==> src/logic/core_pkg.sv <==
// Shared constants, enumerations and carrier structs for the instruction core
package core_pkg;

   // ------------------------------------------------------------
   // Widths and timing
   // ------------------------------------------------------------
   localparam int             INSTR_W  = 14;
   localparam int             DATA_W   = 8;
   localparam int             FADDR_W  = 7;
   localparam int             PC_W     = 13;
   localparam int             K11_W    = 11;
   localparam int             PHASES   = 4;          // Oscillator periods per instruction cycle
   localparam logic [1:0]     PH_FIRST = 2'h0;
   localparam logic [1:0]     PH_READ  = 2'h1;
   localparam logic [1:0]     PH_LAST  = 2'h3;

   // ------------------------------------------------------------
   // File map and status layout
   // ------------------------------------------------------------
   localparam logic [6:0]     FILE_ADDR_MIN    = 7'h00;
   localparam logic [6:0]     FILE_ADDR_MAX    = 7'h7F;
   localparam logic [6:0]     TIMER_ZERO_ADDR  = 7'h01;
   localparam logic [6:0]     STATUS_ADDR      = 7'h03;
   localparam logic [6:0]     SECOND_IO_ADDR   = 7'h06;
   localparam int             ST_C             = 0;
   localparam int             ST_DC            = 1;
   localparam int             ST_Z             = 2;
   localparam int             ST_PD            = 3;
   localparam int             ST_TO            = 4;
   localparam logic [7:0]     STATUS_RST       = 8'h18;  // Timeout and powerdown set after reset
   localparam logic [13:0]    NOP_WORD         = 14'h0000;
   localparam logic [12:0]    PC_RST           = 13'h0000;
   localparam logic [7:0]     PORT_REF_RST     = 8'h00;

   // ------------------------------------------------------------
   // Types
   // ------------------------------------------------------------
   typedef enum logic [1:0] {GRP_BYTE, GRP_BIT, GRP_CTRL, GRP_LIT} group_e;

   typedef enum logic [3:0] {
      ALU_PASSA, ALU_PASSW, ALU_ZERO, ALU_ADD, ALU_SUB, ALU_AND, ALU_IOR, ALU_XOR,
      ALU_COM, ALU_INC, ALU_DEC, ALU_RR, ALU_RL, ALU_SWAP, ALU_BCLR, ALU_BSET
   } alu_e;

   typedef struct packed {
      group_e            grp;
      alu_e              alu;
      logic              use_lit;
      logic              rd_file;
      logic              wr_file;
      logic              wr_w;
      logic [6:0]        faddr;
      logic [2:0]        bsel;
      logic [7:0]        k8;
      logic [10:0]       k11;
      logic              upd_z;
      logic              upd_c;
      logic              upd_dc;
      logic              skip_zero;
      logic              skip_bclr;
      logic              skip_bset;
      logic              jump;
      logic              call;
      logic              ret;
      logic              sleep;
      logic              clrwdt;
   } dec_s;

   typedef struct packed {
      logic [6:0]        addr;
      logic              rd;
      logic              wr;
      logic [7:0]        wdata;
   } file_req_s;

endpackage

==> src/logic/core_exec.sv <==
// Four-phase instruction core: fetch, read-modify-write execution, branching and status
`timescale 1ns/10ps
`default_nettype none
// Functional notes
// - Each instruction is one 14-bit word split into an opcode and operand fields.
// - Every word is classed as a byte, bit, or literal and control operation.
// - Destination bit 0 sends the result to W and 1 writes it back to the file register.
// - The embedded file address spans 0x00 to 0x7F.
// - A 3-bit selector picks the bit of the 8-bit register that a bit operation uses.
// - Literal words carry an 8-bit data constant or an 11-bit jump or call target.
// - One instruction cycle lasts four oscillator periods.
// - A true skip or a program counter change costs a second cycle run as a no-op.
// - Every file register operation reads the register first, even a pure write.
// - Reading the second I/O port refreshes its change-detect reference, removing a pending change.
// - Don't-care opcode bits are accepted as either value.
// - Reading an I/O register for self-update samples the pins, not the output latch.
// - Writing the timer-zero count clears the shared prescaler when it belongs to the timer.
// - The literal add leaves W plus the 8-bit constant in W.
module core_exec
   import core_pkg::*;
#(
   parameter int STACK_DEPTH = 8
) (
   input  wire logic            sys_clk,
   input  wire logic            srst,
   input  wire logic [13:0]     instr_word,
   input  wire logic [7:0]      file_rdata,
   input  wire logic [7:0]      port_pins,
   input  wire logic            prescaler_to_timer,
   input  wire logic            wdt_timeout,
   output logic [PC_W-1:0]      pm_addr,
   output file_req_s            file_req,
   output logic [7:0]           w_reg,
   output logic                 timeout_flag,
   output logic                 powerdown_flag,
   output logic                 port_change_flag,
   output logic                 prescaler_clear,
   output logic                 instr_cycle_end
);

   localparam int SP_W = $clog2(STACK_DEPTH);

   if (STACK_DEPTH < 2 || (STACK_DEPTH & (STACK_DEPTH - 1)) != 0) begin : g_chk
      $error("STACK_DEPTH must be a power of two, at least 2");
   end

   // ------------------------------------------------------------
   // State
   // ------------------------------------------------------------
   logic [1:0]            phase_q;
   logic [13:0]           ir_q;
   logic [PC_W-1:0]       pc_q;
   logic [7:0]            w_q;
   logic [7:0]            status_q;
   logic [7:0]            status_d;
   logic [7:0]            opa_q;
   logic [7:0]            port_ref_q;
   logic                  pchg_q;
   logic                  presc_q;
   logic                  cyc_end_q;
   file_req_s             freq_q;
   logic [PC_W-1:0]       stack_q [STACK_DEPTH];
   logic [SP_W-1:0]       sp_q;
   dec_s                  dec;
   logic [7:0]            result;
   logic                  cout;

   instr_decode u_dec (
      .instr (ir_q),
      .dec   (dec)
   );

   // ------------------------------------------------------------
   // Operand selection and adder
   // ------------------------------------------------------------
   wire              commit   = (phase_q == PH_LAST);
   wire              capture  = (phase_q == PH_READ);
   wire              rd_port  = (freq_q.addr == SECOND_IO_ADDR);
   wire              rd_stat  = (freq_q.addr == STATUS_ADDR);
   wire [7:0]        rd_mux   = rd_port ? port_pins : (rd_stat ? status_q : file_rdata);
   wire [7:0]        opa      = dec.use_lit ? dec.k8 : opa_q;
   wire [7:0]        bmask    = 8'h01 << dec.bsel;
   wire              bit_val  = |(opa & bmask);
   wire              is_sub   = (dec.alu == ALU_SUB);
   wire [7:0]        add_b    = is_sub ? ~w_q : w_q;
   wire [8:0]        sum9     = {1'b0, opa} + {1'b0, add_b} + {8'h00, is_sub};
   wire [4:0]        sum5     = {1'b0, opa[3:0]} + {1'b0, add_b[3:0]} + {4'h0, is_sub};
   wire              skip_tru = (dec.skip_zero && result == 8'h00) ||
                                (dec.skip_bclr && !bit_val) || (dec.skip_bset && bit_val);
   wire              two_cyc  = dec.jump || dec.ret || skip_tru;
   wire [SP_W-1:0]   sp_pop   = sp_q - 1'b1;
   wire [PC_W-1:0]   jump_pc  = {pc_q[PC_W-1:K11_W], dec.k11};
   wire [PC_W-1:0]   pc_next  = dec.jump ? jump_pc : (dec.ret ? stack_q[sp_pop] : pc_q + 13'h0001);
   wire              wr_timer = dec.wr_file && dec.faddr == TIMER_ZERO_ADDR;

   // Arithmetic and logic unit
   always_comb begin
      result = opa;
      cout   = status_q[ST_C];
      unique case (dec.alu)
         ALU_PASSA: result = opa;
         ALU_PASSW: result = w_q;
         ALU_ZERO:  result = 8'h00;
         ALU_ADD:   {cout, result} = sum9;
         ALU_SUB:   {cout, result} = sum9;         // Carry set means no borrow
         ALU_AND:   result = opa & w_q;
         ALU_IOR:   result = opa | w_q;
         ALU_XOR:   result = opa ^ w_q;
         ALU_COM:   result = ~opa;
         ALU_INC:   result = opa + 8'h01;
         ALU_DEC:   result = opa - 8'h01;
         ALU_RR:    {result, cout} = {status_q[ST_C], opa};
         ALU_RL:    {cout, result} = {opa, status_q[ST_C]};
         ALU_SWAP:  result = {opa[3:0], opa[7:4]};
         ALU_BCLR:  result = opa & ~bmask;
         ALU_BSET:  result = opa | bmask;
      endcase
   end

   // Status update; the watchdog event outranks any instruction touching timeout
   always_comb begin
      status_d = status_q;
      if (commit) begin
         if (dec.upd_z)  status_d[ST_Z]  = (result == 8'h00);
         if (dec.upd_c)  status_d[ST_C]  = cout;
         if (dec.upd_dc) status_d[ST_DC] = sum5[4];
         if (dec.wr_file && dec.faddr == STATUS_ADDR) status_d[2:0] = result[2:0];
         if (dec.sleep) begin
            status_d[ST_PD] = 1'b0;
            status_d[ST_TO] = 1'b1;
         end
         if (dec.clrwdt) begin
            status_d[ST_PD] = 1'b1;
            status_d[ST_TO] = 1'b1;
         end
      end
      if (wdt_timeout) status_d[ST_TO] = 1'b0;
      status_d[7:5] = 3'h0;
   end

   // ------------------------------------------------------------
   // Phase sequencer, fetch and execute
   // ------------------------------------------------------------
   // Fetch lands on the last phase; a two-cycle op drops the prefetched word
   always_ff @(posedge sys_clk) begin
      if (srst) begin
         phase_q <= PH_FIRST;
         ir_q    <= NOP_WORD;
         pc_q    <= PC_RST;
      end else begin
         phase_q <= phase_q + 2'h1;
         if (commit) begin
            ir_q <= two_cyc ? NOP_WORD : instr_word;
            pc_q <= pc_next;
         end
      end
   end

   // Accumulator and status
   always_ff @(posedge sys_clk) begin
      if (srst) begin
         w_q      <= 8'h00;
         status_q <= STATUS_RST;
      end else begin
         if (commit && dec.wr_w) w_q <= result;
         status_q <= status_d;
      end
   end

   // Return stack, wraps when overfilled
   always_ff @(posedge sys_clk) begin
      if (srst) begin
         sp_q <= '0;
      end else if (commit && dec.call) begin
         stack_q[sp_q] <= pc_q;
         sp_q          <= sp_q + 1'b1;
      end else if (commit && dec.ret) begin
         sp_q <= sp_pop;
      end
   end

   // File bus: read in phase 1, write back on the phase after commit
   always_ff @(posedge sys_clk) begin
      if (srst) begin
         freq_q <= '0;
         opa_q  <= 8'h00;
      end else begin
         if (phase_q == PH_FIRST) begin
            freq_q.addr <= dec.faddr;
            freq_q.rd   <= dec.rd_file;
            freq_q.wr   <= 1'b0;
         end
         if (capture) begin
            freq_q.rd <= 1'b0;
            opa_q     <= rd_mux;
         end
         if (commit) begin
            freq_q.wr    <= dec.wr_file;
            freq_q.wdata <= result;
         end
      end
   end

   // Port change detect; any port read re-arms the reference
   always_ff @(posedge sys_clk) begin
      if (srst) begin
         port_ref_q <= PORT_REF_RST;
         pchg_q     <= 1'b0;
         presc_q    <= 1'b0;
         cyc_end_q  <= 1'b0;
      end else begin
         if (capture && freq_q.rd && rd_port) port_ref_q <= port_pins;
         pchg_q    <= (port_pins != port_ref_q);
         presc_q   <= commit && wr_timer && prescaler_to_timer;
         cyc_end_q <= commit;
      end
   end

   assign pm_addr          = pc_q;
   assign file_req         = freq_q;
   assign w_reg            = w_q;
   assign timeout_flag     = status_q[ST_TO];
   assign powerdown_flag   = status_q[ST_PD];
   assign port_change_flag = pchg_q;
   assign prescaler_clear  = presc_q;
   assign instr_cycle_end  = cyc_end_q;
endmodule // core_exec
`default_nettype wire

==> src/logic/instr_decode.sv <==
// Instruction word decoder: splits a word into group, operation and operand fields
`timescale 1ns/10ps
`default_nettype none
module instr_decode
   import core_pkg::*;
(
   input  wire logic [13:0] instr,
   output dec_s             dec
);

   // ------------------------------------------------------------
   // Field split and group decode
   // ------------------------------------------------------------
   // Don't-care opcode bits are wildcards so either value decodes alike
   always_comb begin
      dec         = '0;
      dec.alu     = ALU_PASSA;
      dec.faddr   = instr[6:0];
      dec.bsel    = instr[9:7];
      dec.k8      = instr[7:0];
      dec.k11     = instr[10:0];
      unique case (instr[13:12])
         2'b00: begin
            dec.grp     = GRP_BYTE;
            dec.rd_file = 1'b1;
            dec.wr_file = instr[7];
            dec.wr_w    = ~instr[7];
            dec.upd_z   = 1'b1;
            unique case (instr[11:8])
               4'h0: begin
                  if (instr[7]) begin
                     dec.alu   = ALU_PASSW;
                     dec.upd_z = 1'b0;
                  end else begin
                     dec.grp     = GRP_CTRL;
                     dec.rd_file = 1'b0;
                     dec.wr_w    = 1'b0;
                     dec.upd_z   = 1'b0;
                     casez (instr[6:0])
                        7'b000_1000: dec.ret    = 1'b1;
                        7'b000_1001: dec.ret    = 1'b1;
                        7'b110_0011: dec.sleep  = 1'b1;
                        7'b110_0100: dec.clrwdt = 1'b1;
                        default:     dec.grp    = GRP_CTRL;
                     endcase
                  end
               end
               4'h1: begin
                  dec.alu     = ALU_ZERO;
                  dec.rd_file = instr[7];
               end
               4'h2: begin
                  dec.alu    = ALU_SUB;
                  dec.upd_c  = 1'b1;
                  dec.upd_dc = 1'b1;
               end
               4'h3: dec.alu = ALU_DEC;
               4'h4: dec.alu = ALU_IOR;
               4'h5: dec.alu = ALU_AND;
               4'h6: dec.alu = ALU_XOR;
               4'h7: begin
                  dec.alu    = ALU_ADD;
                  dec.upd_c  = 1'b1;
                  dec.upd_dc = 1'b1;
               end
               4'h8: dec.alu = ALU_PASSA;
               4'h9: dec.alu = ALU_COM;
               4'hA: dec.alu = ALU_INC;
               4'hB: begin
                  dec.alu       = ALU_DEC;
                  dec.upd_z     = 1'b0;
                  dec.skip_zero = 1'b1;
               end
               4'hC: begin
                  dec.alu   = ALU_RR;
                  dec.upd_z = 1'b0;
                  dec.upd_c = 1'b1;
               end
               4'hD: begin
                  dec.alu   = ALU_RL;
                  dec.upd_z = 1'b0;
                  dec.upd_c = 1'b1;
               end
               4'hE: begin
                  dec.alu   = ALU_SWAP;
                  dec.upd_z = 1'b0;
               end
               4'hF: begin
                  dec.alu       = ALU_INC;
                  dec.upd_z     = 1'b0;
                  dec.skip_zero = 1'b1;
               end
            endcase
         end
         2'b01: begin
            dec.grp     = GRP_BIT;
            dec.rd_file = 1'b1;
            unique case (instr[11:10])
               2'b00: begin
                  dec.alu     = ALU_BCLR;
                  dec.wr_file = 1'b1;
               end
               2'b01: begin
                  dec.alu     = ALU_BSET;
                  dec.wr_file = 1'b1;
               end
               2'b10: dec.skip_bclr = 1'b1;
               2'b11: dec.skip_bset = 1'b1;
            endcase
         end
         2'b10: begin
            dec.grp  = GRP_CTRL;
            dec.jump = 1'b1;
            dec.call = ~instr[11];
         end
         2'b11: begin
            dec.grp     = GRP_LIT;
            dec.use_lit = 1'b1;
            dec.wr_w    = 1'b1;
            casez (instr[11:8])
               4'b00??: dec.alu = ALU_PASSA;
               4'b01??: dec.ret = 1'b1;
               4'b1000: begin
                  dec.alu   = ALU_IOR;
                  dec.upd_z = 1'b1;
               end
               4'b1001: begin
                  dec.alu   = ALU_AND;
                  dec.upd_z = 1'b1;
               end
               4'b1010: begin
                  dec.alu   = ALU_XOR;
                  dec.upd_z = 1'b1;
               end
               4'b110?: begin
                  dec.alu    = ALU_SUB;
                  dec.upd_z  = 1'b1;
                  dec.upd_c  = 1'b1;
                  dec.upd_dc = 1'b1;
               end
               4'b111?: begin
                  dec.alu    = ALU_ADD;
                  dec.upd_z  = 1'b1;
                  dec.upd_c  = 1'b1;
                  dec.upd_dc = 1'b1;
               end
               default: dec.wr_w = 1'b0;               // Unassigned literal code runs as no-op
            endcase
         end
      endcase
   end

endmodule // instr_decode
`default_nettype wire

==> config.mk <==
export PLATFORM = sky130hd
export DESIGN_NAME = core_exec
export DESIGN_NICKNAME = d
export VERILOG_FILES = /design/src/logic/core_pkg.sv /design/src/logic/core_exec.sv /design/src/logic/instr_decode.sv
export SDC_FILE = /design/constraint.sdc
export NUM_CORES = 1
export LEC_CHECK = 0
export BUFFER_PORTS_ARGS = -buffer_cell sky130_fd_sc_hd__buf_2
export CORE_AREA = 3 3 155 157
export CTS_CLUSTER_DIAMETER = 120
export DETAILED_ROUTE_END_ITERATION = 8
export DIE_AREA = 0 0 158 160
export GPL_ROUTABILITY_DRIVEN = 0
export HOLD_SLACK_MARGIN = 0.05
export PLACE_DENSITY = 0.65
export SYNTH_ARGS = -nofsm -noshare
export SYNTH_HDL_FRONTEND = slang
export SYNTH_SLANG_ARGS = --single-unit
==> constraint.sdc <==
create_clock -name sys_clk -period 6.45 [get_ports sys_clk]
set_input_delay 1.29 -clock sys_clk [delete_from_list [all_inputs] [get_ports sys_clk]]
set_output_delay 1.29 -clock sys_clk [all_outputs]
set_load 0.05 [all_outputs]
* After elaboration in Yosys (flattened, before gate mapping)
Memory sizes are Yosys's and may differ from the RTL's. Index checks and enable logic that the tools add are counted.
Operators by class: add/subtract/negate cells 10, multiply operators 0, div/mod/pow operators 0, $lt $le $gt $ge 0, equal/unequal tests 49, shift operators 1, muxes and demuxes 58, bitwise operators 12, reduce and logical (&&, ||, !) cells 52
Operator list (number):
- 8-bit one-hot mux with 15 select lines | 1
- 4-bit == test (second input constant) | 16
- 4-bit one-hot mux with 14 select lines | 1
- 4-bit by 3-bit == test with 1-bit output (second input constant) | 8
- 8-bit two-way mux | 4
- 1-bit two-way mux | 27
- 8-bit AND | 3
- 8-bit inverter | 3
- 2-bit OR reduction | 9
- 4-bit by 2-bit == test with 1-bit output (second input constant) | 4
- 8-bit OR | 2
- 3-bit two-way mux | 5
- 3-bit one-hot mux with 5 select lines | 1
- 7-bit by 2-bit == test with 1-bit output (second input constant) | 2
- 7-bit by 4-bit == test with 1-bit output (second input constant) | 2
- 7-bit == test (second input constant) | 2
- 14-bit two-way mux | 1
- 2-bit nonzero test | 7
- 13-bit by 1-bit adder with 13-bit output (second input constant) | 1
- 13-bit two-way mux | 1
- 1-bit logical AND | 12
- 2-bit two-way mux | 6
- 4-bit one-hot mux with 3 select lines | 1
- 11-bit two-way mux | 1
- 40 further kinds | 62
Storage, ports and cells: register bits after elaboration 84, latch bits 0, RAM bits 104, ROM bits 0, input port bits 34, output and inout port bits 43, logic and storage cells 204, memories kept 1
Memories:
- stack_q | words 8, width 13, read ports 1, clocked after memory_dff 0, write ports 1, line core_exec.sv:62 | logic [PC_W-1:0] stack_q [STACK_DEPTH];

* Depth between registers and ports, before layout
Gate-level depths: netlist of the first run.
word-level depth 15, gate-level depth with buffers 23, mapped depth without buffers 20

* Modules after synthesis
Synthesis of the first run repeated with hierarchy kept, for this count alone.
Second synthesis, totals: cells, all modules 1060, area, all modules 10771.6 µm²
Modules (own cells, without submodules):
- core_exec | instances 1, cells each 939, area each 9978.3 µm², sequential area each 4744.6 µm²
- instr_decode | instances 1, cells each 121, area each 793.3 µm², sequential area each 0.0 µm²

* Least setup slack after synthesis of the first run
Ideal clock, no wire load.
path type reg2reg, start register ir_q[12], end register ir_q[10], library setup time 117 ps, arrival time 5510 ps, path slack 823 ps, cell stages (with the launch flop) 24, buffers on the path 4, clock period less this slack 5627 ps, cells stage by stage dfxtp_1 > inv_1 > ha_1 > buf_2 > o211a_1 > or3_1 > buf_4 > nor2_1 > buf_2 > nand2_1 > xnor2_1 > fa_1 > a21o_1 > a21oi_1 > xnor2_1 > nand4_1 > a211o_1 > nand2_1 > or4_1 > or3_4 > nor4b_4 > a31oi_2 > buf_6 > a22o_1
Between the ends: word-level cells in the longest chain between the ends 13, elaborated cells between the ends (all ways) 52
Ends and longest elaborated chain:
- from (decl) | line core_exec.sv:51 | logic [13:0] ir_q;
- from (signal assigned) | line core_exec.sv:153 | ir_q <= two_cyc ? NOP_WORD : instr_word;
- 2-bit == test, or another cell as far along
- 4-bit one-hot mux with 3 select lines | line instr_decode.sv:22 | unique case (instr[13:12])
- 4-bit by 3-bit == test with 1-bit output | line core_exec.sv:84, core_exec.sv:100
- 8-bit two-way mux | line core_exec.sv:85 | wire [7:0] add_b = is_sub ? ~w_q : w_q;
- 8-bit by 8-bit adder with 9-bit output | line core_exec.sv:86 | wire [8:0] sum9 = {1'b0, opa} + {1'b0, add_b} + {8'h00, is_sub};
- 9-bit by 1-bit adder with 9-bit output | line core_exec.sv:86
- 8-bit one-hot mux with 15 select lines | line core_exec.sv:100 | unique case (dec.alu)
- 8-bit zero test | line core_exec.sv:88 | wire skip_tru = (dec.skip_zero && result == 8'h00) ||
- 1-bit logical AND | line core_exec.sv:88
- 1-bit logical OR | line core_exec.sv:88
- 1-bit logical OR | line core_exec.sv:89 | (dec.skip_bclr && !bit_val) || (dec.skip_bset && bit_val);
- 1-bit logical OR (*) | line core_exec.sv:90 | wire two_cyc = dec.jump || dec.ret || skip_tru;
- 14-bit two-way mux (*) | line core_exec.sv:153
Every way passes the cells marked *; elsewhere a longest branch is shown, timed or not. A chain may end at the register's enable or synchronous reset.

* Final worst setup path of the first run
start register ir_q[11], end register ir_q[12]
Between the ends: word-level cells in the longest chain between the ends 15, elaborated cells between the ends (all ways) 67
Ends and longest elaborated chain:
- 4-bit == test, or another cell as far along | line instr_decode.sv:29 | unique case (instr[11:8])
- 2-bit OR reduction (no source line)
- 4-bit one-hot mux with 14 select lines | line instr_decode.sv:29
- 4-bit one-hot mux with 3 select lines | line instr_decode.sv:22
- 4-bit by 3-bit == test with 1-bit output | line core_exec.sv:84, core_exec.sv:100
- 8-bit two-way mux | line core_exec.sv:85
- 8-bit by 8-bit adder with 9-bit output | line core_exec.sv:86
- 9-bit by 1-bit adder with 9-bit output | line core_exec.sv:86
- 8-bit one-hot mux with 15 select lines | line core_exec.sv:100
- 8-bit zero test | line core_exec.sv:88
- 1-bit logical AND | line core_exec.sv:88
- 1-bit logical OR | line core_exec.sv:88
- 1-bit logical OR | line core_exec.sv:89
- 1-bit logical OR (*) | line core_exec.sv:90
- 14-bit two-way mux (*) | line core_exec.sv:153
Marks and branches as above.

==> results of run 1 <==
==> cell usage in the layout (no fill, tap or decap), types with 5 or more instances in the layout <==
| master | netlist | layout |
|---|---|---|
| a2111oi_0 | 6 | 6 |
| a211oi_1 | 27 | 27 |
| a21oi_1 | 49 | 49 |
| a22o_1 | 15 | 15 |
| a22oi_1 | 6 | 6 |
| a311oi_1 | 17 | 17 |
| a31oi_1 | 9 | 9 |
| a32oi_1 | 7 | 7 |
| and3_1 | 7 | 7 |
| buf_2 | 16 | 76 |
| buf_4 | 4 | 33 |
| clkbuf_16 | 0 | 17 |
| dfxtp_1 | 81 | 80 |
| edfxtp_1 | 104 | 104 |
| ha_1 | 23 | 22 |
| inv_1 | 13 | 13 |
| mux2_2 | 5 | 5 |
| mux2i_1 | 42 | 42 |
| mux4_2 | 26 | 26 |
| nand2_1 | 87 | 87 |
| nand2b_1 | 11 | 11 |
| nand3_1 | 26 | 26 |
| nand4_1 | 9 | 9 |
| nor2_1 | 107 | 106 |
| nor2b_1 | 17 | 16 |
| nor3_1 | 24 | 22 |
| nor3b_1 | 6 | 6 |
| nor4_1 | 9 | 9 |
| o2111ai_1 | 7 | 7 |
| o211ai_1 | 11 | 11 |
| o21ai_0 | 36 | 36 |
| o22ai_1 | 5 | 5 |
| xnor2_1 | 29 | 29 |
| xor2_1 | 16 | 16 |
==> power groups by stage <==
stage | clock [mW] | sequential (mW) | combinational (mW)
after floorplan | 0 | 1.33 | 0.237
after global placement | 0 | 1.31 | 0.365
after detailed placement | 0 | 1.31 | 0.365
after CTS | 1.11 | 1.29 | 0.366
after global routing | 1.16 | 1.29 | 0.400
final | 1.09 | 1.29 | 0.376
==> routing by layer <==
layer / vias to the layer above / track usage [%] / share of wire, %
met4: 0 / 6.26 / 2.5
met1: 3952 / 35.7 / 46
met2: 455 / 31.3 / 42
met5: - / 0 / 0
li1: 3883 / - / -
met3: 79 / 5.09 / 9.1
==> area by class of cell <==
class	count	area (um2)	share of cell area [%]
clock inverter	15	205	1.77
clock buffer	17	425	3.67
timing repair buffer	109	628	5.42
tap	285	357	3.08
sequential	185	4750	41.0
multi-input combinational	721	5170	44.6
inverter	14	52.6	0.454
==> cell families (layout without fill, tap and decap cells) <==
kind of cell | count (synthesis) | in the layout | share of synthesized area [%]
flip-flops | 185 | 185 | 46.3
AND/OR/NAND/NOR | 333 | 333 | 15.9
XOR/XNOR | 45 | 45 | 3.84
AO/OA/AOI/OAI | 245 | 245 | 16.9
buffers and inverters | 85 | 155 | 3.53
adder cells (fa/ha/maj) | 25 | 25 | 3.20
multiplexers | 73 | 73 | 10.4
==> per-stage QoR <==
stage,hold slack [ns],setup slack [ns],std cells
after floorplan,0.433,0.823,991
after global placement,0.450,0.760,1314
after detailed placement,0.468,0.651,1314
after CTS,0.483,0.613,1346
after global routing,0.501,0.247,1346
final,0.481,0.541,1346
==> critical path, stage by stage (launching register included) <==
cell	delay [ns]
dfxtp_1	0.81
and2_1	0.32
o31ai_2	0.11
or3_1	0.40
nor2_1	0.14
nand2_1	0.30
xnor2_1	0.26
fa_1	0.46
a21o_1	0.17
a21oi_1	0.35
xnor2_1	0.14
nand4_1	0.11
a211o_1	0.13
nand2_1	0.04
or4_1	0.60
or3_4	0.36
nor4b_4	0.39
a31oi_2	0.37
a22o_1	0.34
==> worst max-delay path by stage <==
stage / startpoint / end / slack (ns) / cells past startpoint
floorplan: ir_q[12]$_SDFFE_PP0P_ / ir_q[10]$_SDFFE_PP0P_ / 0.82 / 23
global placement: ir_q[11]$_SDFFE_PP0P_ / ir_q[9]$_SDFFE_PP0P_ / 0.76 / 18
detailed placement: ir_q[11]$_SDFFE_PP0P_ / ir_q[12]$_SDFFE_PP0P_ / 0.65 / 18
CTS: ir_q[11]$_SDFFE_PP0P_ / ir_q[10]$_SDFFE_PP0P_ / 0.61 / 18
global route: ir_q[11]$_SDFFE_PP0P_ / ir_q[10]$_SDFFE_PP0P_ / 0.25 / 18
finish: ir_q[11]$_SDFFE_PP0P_ / ir_q[12]$_SDFFE_PP0P_ / 0.54 / 18
==> impl_metrics.ini, run 1 <==
[outcome]
status = finished, final reports clean

[drt]
routedWlPerCell_um = 21.2
drc_errors = 0
dr_total_vias = 8369
wl_um = 28500
drtPass1Iterations = 7
drt-vias-per-instance = 6.22
drtAntennaViolNets = 0
drtIter0Drc = 1206

[synthesis]
async_flop_share_pct = 0
synth_top_cell_by_area = edfxtp_1
netlist_area_um2 = 10300
synth-seq-area-share_pct = 46.3
syn-num-nets = 1050
ys_seq_elements = 185
synth_common_cells = 107 x nor2_1, 104 x edfxtp_1, 87 x nand2_1
synth_ff_type = edfxtp_1
synth_cell_types = 80
yosys.area.top_type_share_pct = 30.5
synth.avg_cell_area_um2 = 10.3
synth_edf_count = 104
netlist_instances = 991
synthMostInstantiatedCell = nor2_1
yosysWarnings = 0
synthTopCellsByArea = edfxtp_1 30%, dfxtp_1 16%, mux4_2 5.7%

[placement]
placed_cell_area_um2 = 11000
portBuffers = 76
dp_hpwl_um = 19200

[clocking]
clk_pin_slew_ns = 0.07
cts_buffers = 17
clockBufferDepth = 2
holdBufCountCts = 0
cts.sinks = 185
post_cts_buffers = 0
cts-root-buf = clkbuf_16
clk_latency_ns = 0.44
htree_levels = 4
cts_tree = built
cts_resized = 0

[timing]
setup_tns_ns = 0
max_freq_mhz = 169
fin_crit_sh_pct = 91.6
fin_skew_ns = 0.0117
drv_slew = 0
worst_pin_slew_ns = 1.24
fin_crit_ns = 5.91
slew_headroom_pct = 17.0
grt_setup_unrepaired = false
finalHoldViolCount = 0
finalSetupViolCount = 0

[floorplanning]
die_h_um = 160
die_w_um = 158
fp.coreArea_um2 = 22600
dieArea_um2 = 25300
rows = 55
io_pins = 77
start_util_pct = 45.3

[cells_and_area]
area_growth_pct = 13.0
top_register = stack_q
fill_cells = 2017
fin_area_um2 = 11600
drive_gt1_share_pct = 18.2
largest_register_ffs = 104
final_nets = 1107
final_util_pct = 51.2
diodes = 0

[pwr]
p_clk_share_pct = 39.6
power_switching_mw = 0.802
p_sw_share_pct = 29.1
internal-power_mw = 1.95
power_leakage_nw = 4.18
finalPower_mw = 2.76
seqPwrFrac_pct = 46.7
power_density_nw_per_um2 = 238
vdd_drop_max_mv = 0.198
p_comb_share_pct = 13.6

[global_route]
grt_pass1_vias = 7846
grt_overflow = 0
antenna_found_initial = 0
grt_start_max_net_pins = 70
grt_pass1_wl_um = 45100
grt_usage_pct = 22.7

[critical_path]
crit_arrival_ns = 6.23
cp-end-kind = register
worst_r2r_endpoint = ir_q[12]$_SDFFE_PP0P_
cp_data_required_time_ns = 6.77
crit_type = register to register
cp_max_fo = 26
r2r-start = ir_q[11]$_SDFFE_PP0P_
crit_path_start_kind = register
r2r_cells = 18
r2r_slack_ns = 0.54

[min_path]
worstHoldPathType = register to register
min_from = phase_q[0]$_SDFF_PP0_
whs_path_depth = 1
min_to = phase_q[0]$_SDFF_PP0_

[run]
cap_violations = 0
Power figures use the tool's default switching activity.
==> run 2: changes to the inputs <==
--- a/config.mk
+++ b/config.mk
@@ -6,13 +6,13 @@
 export NUM_CORES = 1
 export LEC_CHECK = 0
 export BUFFER_PORTS_ARGS = -buffer_cell sky130_fd_sc_hd__buf_2
-export CORE_AREA = 3 3 155 157
+export CORE_AREA = 3 3 141 143
 export CTS_CLUSTER_DIAMETER = 120
 export DETAILED_ROUTE_END_ITERATION = 8
-export DIE_AREA = 0 0 158 160
+export DIE_AREA = 0 0 144 146
 export GPL_ROUTABILITY_DRIVEN = 0
 export HOLD_SLACK_MARGIN = 0.05
-export PLACE_DENSITY = 0.65
+export PLACE_DENSITY = 0.76
 export SYNTH_ARGS = -nofsm -noshare
 export SYNTH_HDL_FRONTEND = slang
 export SYNTH_SLANG_ARGS = --single-unit
==> run 2 against run 1 <==
Net effect:
- sequential power is essentially flat
- register-to-register slack is essentially flat
- clock power shrank 4%
- count of clock-buffer cells in the layout grew 1
- critical path depth is the same
- die area shrank 17%
- first-iteration DRC count grew 16%
- global-route usage grew 4.6 points
- worst setup slack lost 0.013 ns
- via count grew 4.6%
- largest power group unchanged
==> impl_metrics.ini, run 2 (same netlist as run 1, synthesis figures left out) <==
[outcome]
status = finished, final reports clean

[drt]
drtPass1Iterations = 8
dr_total_vias = 8753
drtAntennaViolNets = 0
wl_um = 28700
drtIter0Drc = 1398
drc_errors = 0
routedWlPerCell_um = 22.2
drt-vias-per-instance = 6.76

[min_path]
min_from = file_req[0]$_SDFFE_PP0P_
worstHoldPathType = register to register
min_to = file_req[0]$_SDFFE_PP0P_
whs_path_depth = 2

[pwr]
power_density_nw_per_um2 = 237
finalPower_mw = 2.72
power_leakage_nw = 4.17
p_sw_share_pct = 29.3
p_comb_share_pct = 13.9
power_switching_mw = 0.796
seqPwrFrac_pct = 47.4
internal-power_mw = 1.92
vdd_drop_max_mv = 0.186
p_clk_share_pct = 38.7

[clocking]
post_cts_buffers = 0
clk_latency_ns = 0.43
clockBufferDepth = 2
cts-root-buf = clkbuf_16
cts_resized = 0
cts.sinks = 185
clk_pin_slew_ns = 0.08
cts_buffers = 17
cts_tree = built
htree_levels = 4
holdBufCountCts = 0

[critical_path]
crit_type = register to register
r2r_cells = 18
r2r_slack_ns = 0.53
cp-end-kind = register
cp_data_required_time_ns = 6.77
r2r-start = ir_q[10]$_SDFFE_PP0P_
crit_arrival_ns = 6.24
crit_path_start_kind = register
worst_r2r_endpoint = ir_q[11]$_SDFFE_PP0P_
cp_max_fo = 25

[cells_and_area]
layout_common_cells = 107 x nor2_1, 104 x edfxtp_1, 87 x nand2_1
diodes = 0
layout_commonest_cell = nor2_1
top_register = stack_q
final_util_pct = 61.4
fill_cells = 1473
drive_gt1_share_pct = 18.0
final_nets = 1106
area_growth_pct = 12.0
largest_register_ffs = 104

[floorplanning]
rows = 50
io_pins = 77
die_h_um = 146
start_util_pct = 54.8
die_w_um = 144
fp.coreArea_um2 = 18700
dieArea_um2 = 21000

[run]
cap_violations = 0

[global_route]
grt_usage_pct = 27.3
grt_start_max_net_pins = 70
grt_overflow = 0
grt_pass1_vias = 8085
antenna_found_initial = 0
grt_pass1_wl_um = 45200

[timing]
fin_skew_ns = 0.0105
finalHoldViolCount = 0
grt_setup_unrepaired = false
setup_tns_ns = 0
slew_headroom_pct = 21.9
drv_slew = 0
worst_pin_slew_ns = 1.17
finalSetupViolCount = 0
max_freq_mhz = 169
fin_crit_ns = 5.92
fin_crit_sh_pct = 91.8

[placement]
dp_hpwl_um = 19000
portBuffers = 76
[run 2: worst max-delay path by stage]
stage | start | to | slack, ns | depth (start not counted)
4_1_cts | ir_q[10]$_SDFFE_PP0P_ | ir_q[9]$_SDFFE_PP0P_ | 0.62 | 18
3_3_place_gp | ir_q[10]$_SDFFE_PP0P_ | ir_q[3]$_SDFFE_PP0P_ | 0.78 | 18
6_report | ir_q[10]$_SDFFE_PP0P_ | ir_q[11]$_SDFFE_PP0P_ | 0.53 | 18
5_1_grt | ir_q[10]$_SDFFE_PP0P_ | ir_q[11]$_SDFFE_PP0P_ | 0.18 | 18
2_1_floorplan | ir_q[12]$_SDFFE_PP0P_ | ir_q[10]$_SDFFE_PP0P_ | 0.82 | 23
3_5_place_dp | ir_q[10]$_SDFFE_PP0P_ | ir_q[13]$_SDFFE_PP0P_ | 0.66 | 18
[run 2: critical path, cell delays in order (launching register included)]
cell     delay, ns
dfxtp_1       0.81
nor2_1        0.15
o211a_1       0.30
or3_1         0.40
nor2_1        0.14
nand2_1       0.30
xnor2_1       0.26
fa_1          0.45
a21o_1        0.17
a21oi_1       0.34
xnor2_1       0.14
nand4_1       0.11
a211o_1       0.13
nand2_1       0.04
or4_1         0.61
or3_4         0.37
nor4b_4       0.36
a31oi_2       0.37
a22o_1        0.35
[run 2: power groups by stage]
| stage | Combinational (mW) | Clock (mW) | Sequential (mW) |
|---|---|---|---|
| after global placement | 0.356 | 0 | 1.31 |
| final | 0.377 | 1.05 | 1.29 |
| after detailed placement | 0.359 | 0 | 1.32 |
| after floorplan | 0.237 | 0 | 1.33 |
| after CTS | 0.363 | 1.07 | 1.29 |
| after global routing | 0.396 | 1.12 | 1.29 |
[run 2: layout make-up]
type	instances	area, um2	area share, %
clock inverter	14	161	1.41
multi-input combinational	721	5170	45.0
timing repair buffer	108	621	5.41
tap	234	293	2.55
inverter	14	52.6	0.458
clock buffer	18	439	3.83
sequential	185	4750	41.3
[run 2: per-layer routing]
metal | vias to the layer above | GRT usage [%] | part of all wire [%]
li1 | 3883 | - | -
met1 | 4171 | 41.8 | 43
met2 | 599 | 37.7 | 43
met3 | 100 | 7.39 | 11
met4 | 0 | 8.24 | 2.8
met5 | - | 0 | 0
[run 2: through the flow]
stage | hold WS [ns] | setup slack (ns) | cell area (um2) | std cells
5_1_grt | 0.508 | 0.180 | 11500 | 1294
3_3_place_gp | 0.453 | 0.777 | 10900 | 1262
3_5_place_dp | 0.469 | 0.664 | 10900 | 1262
6_report | 0.488 | 0.528 | 11500 | 1294
2_1_floorplan | 0.433 | 0.823 | 10300 | 991
4_1_cts | 0.488 | 0.617 | 11500 | 1294
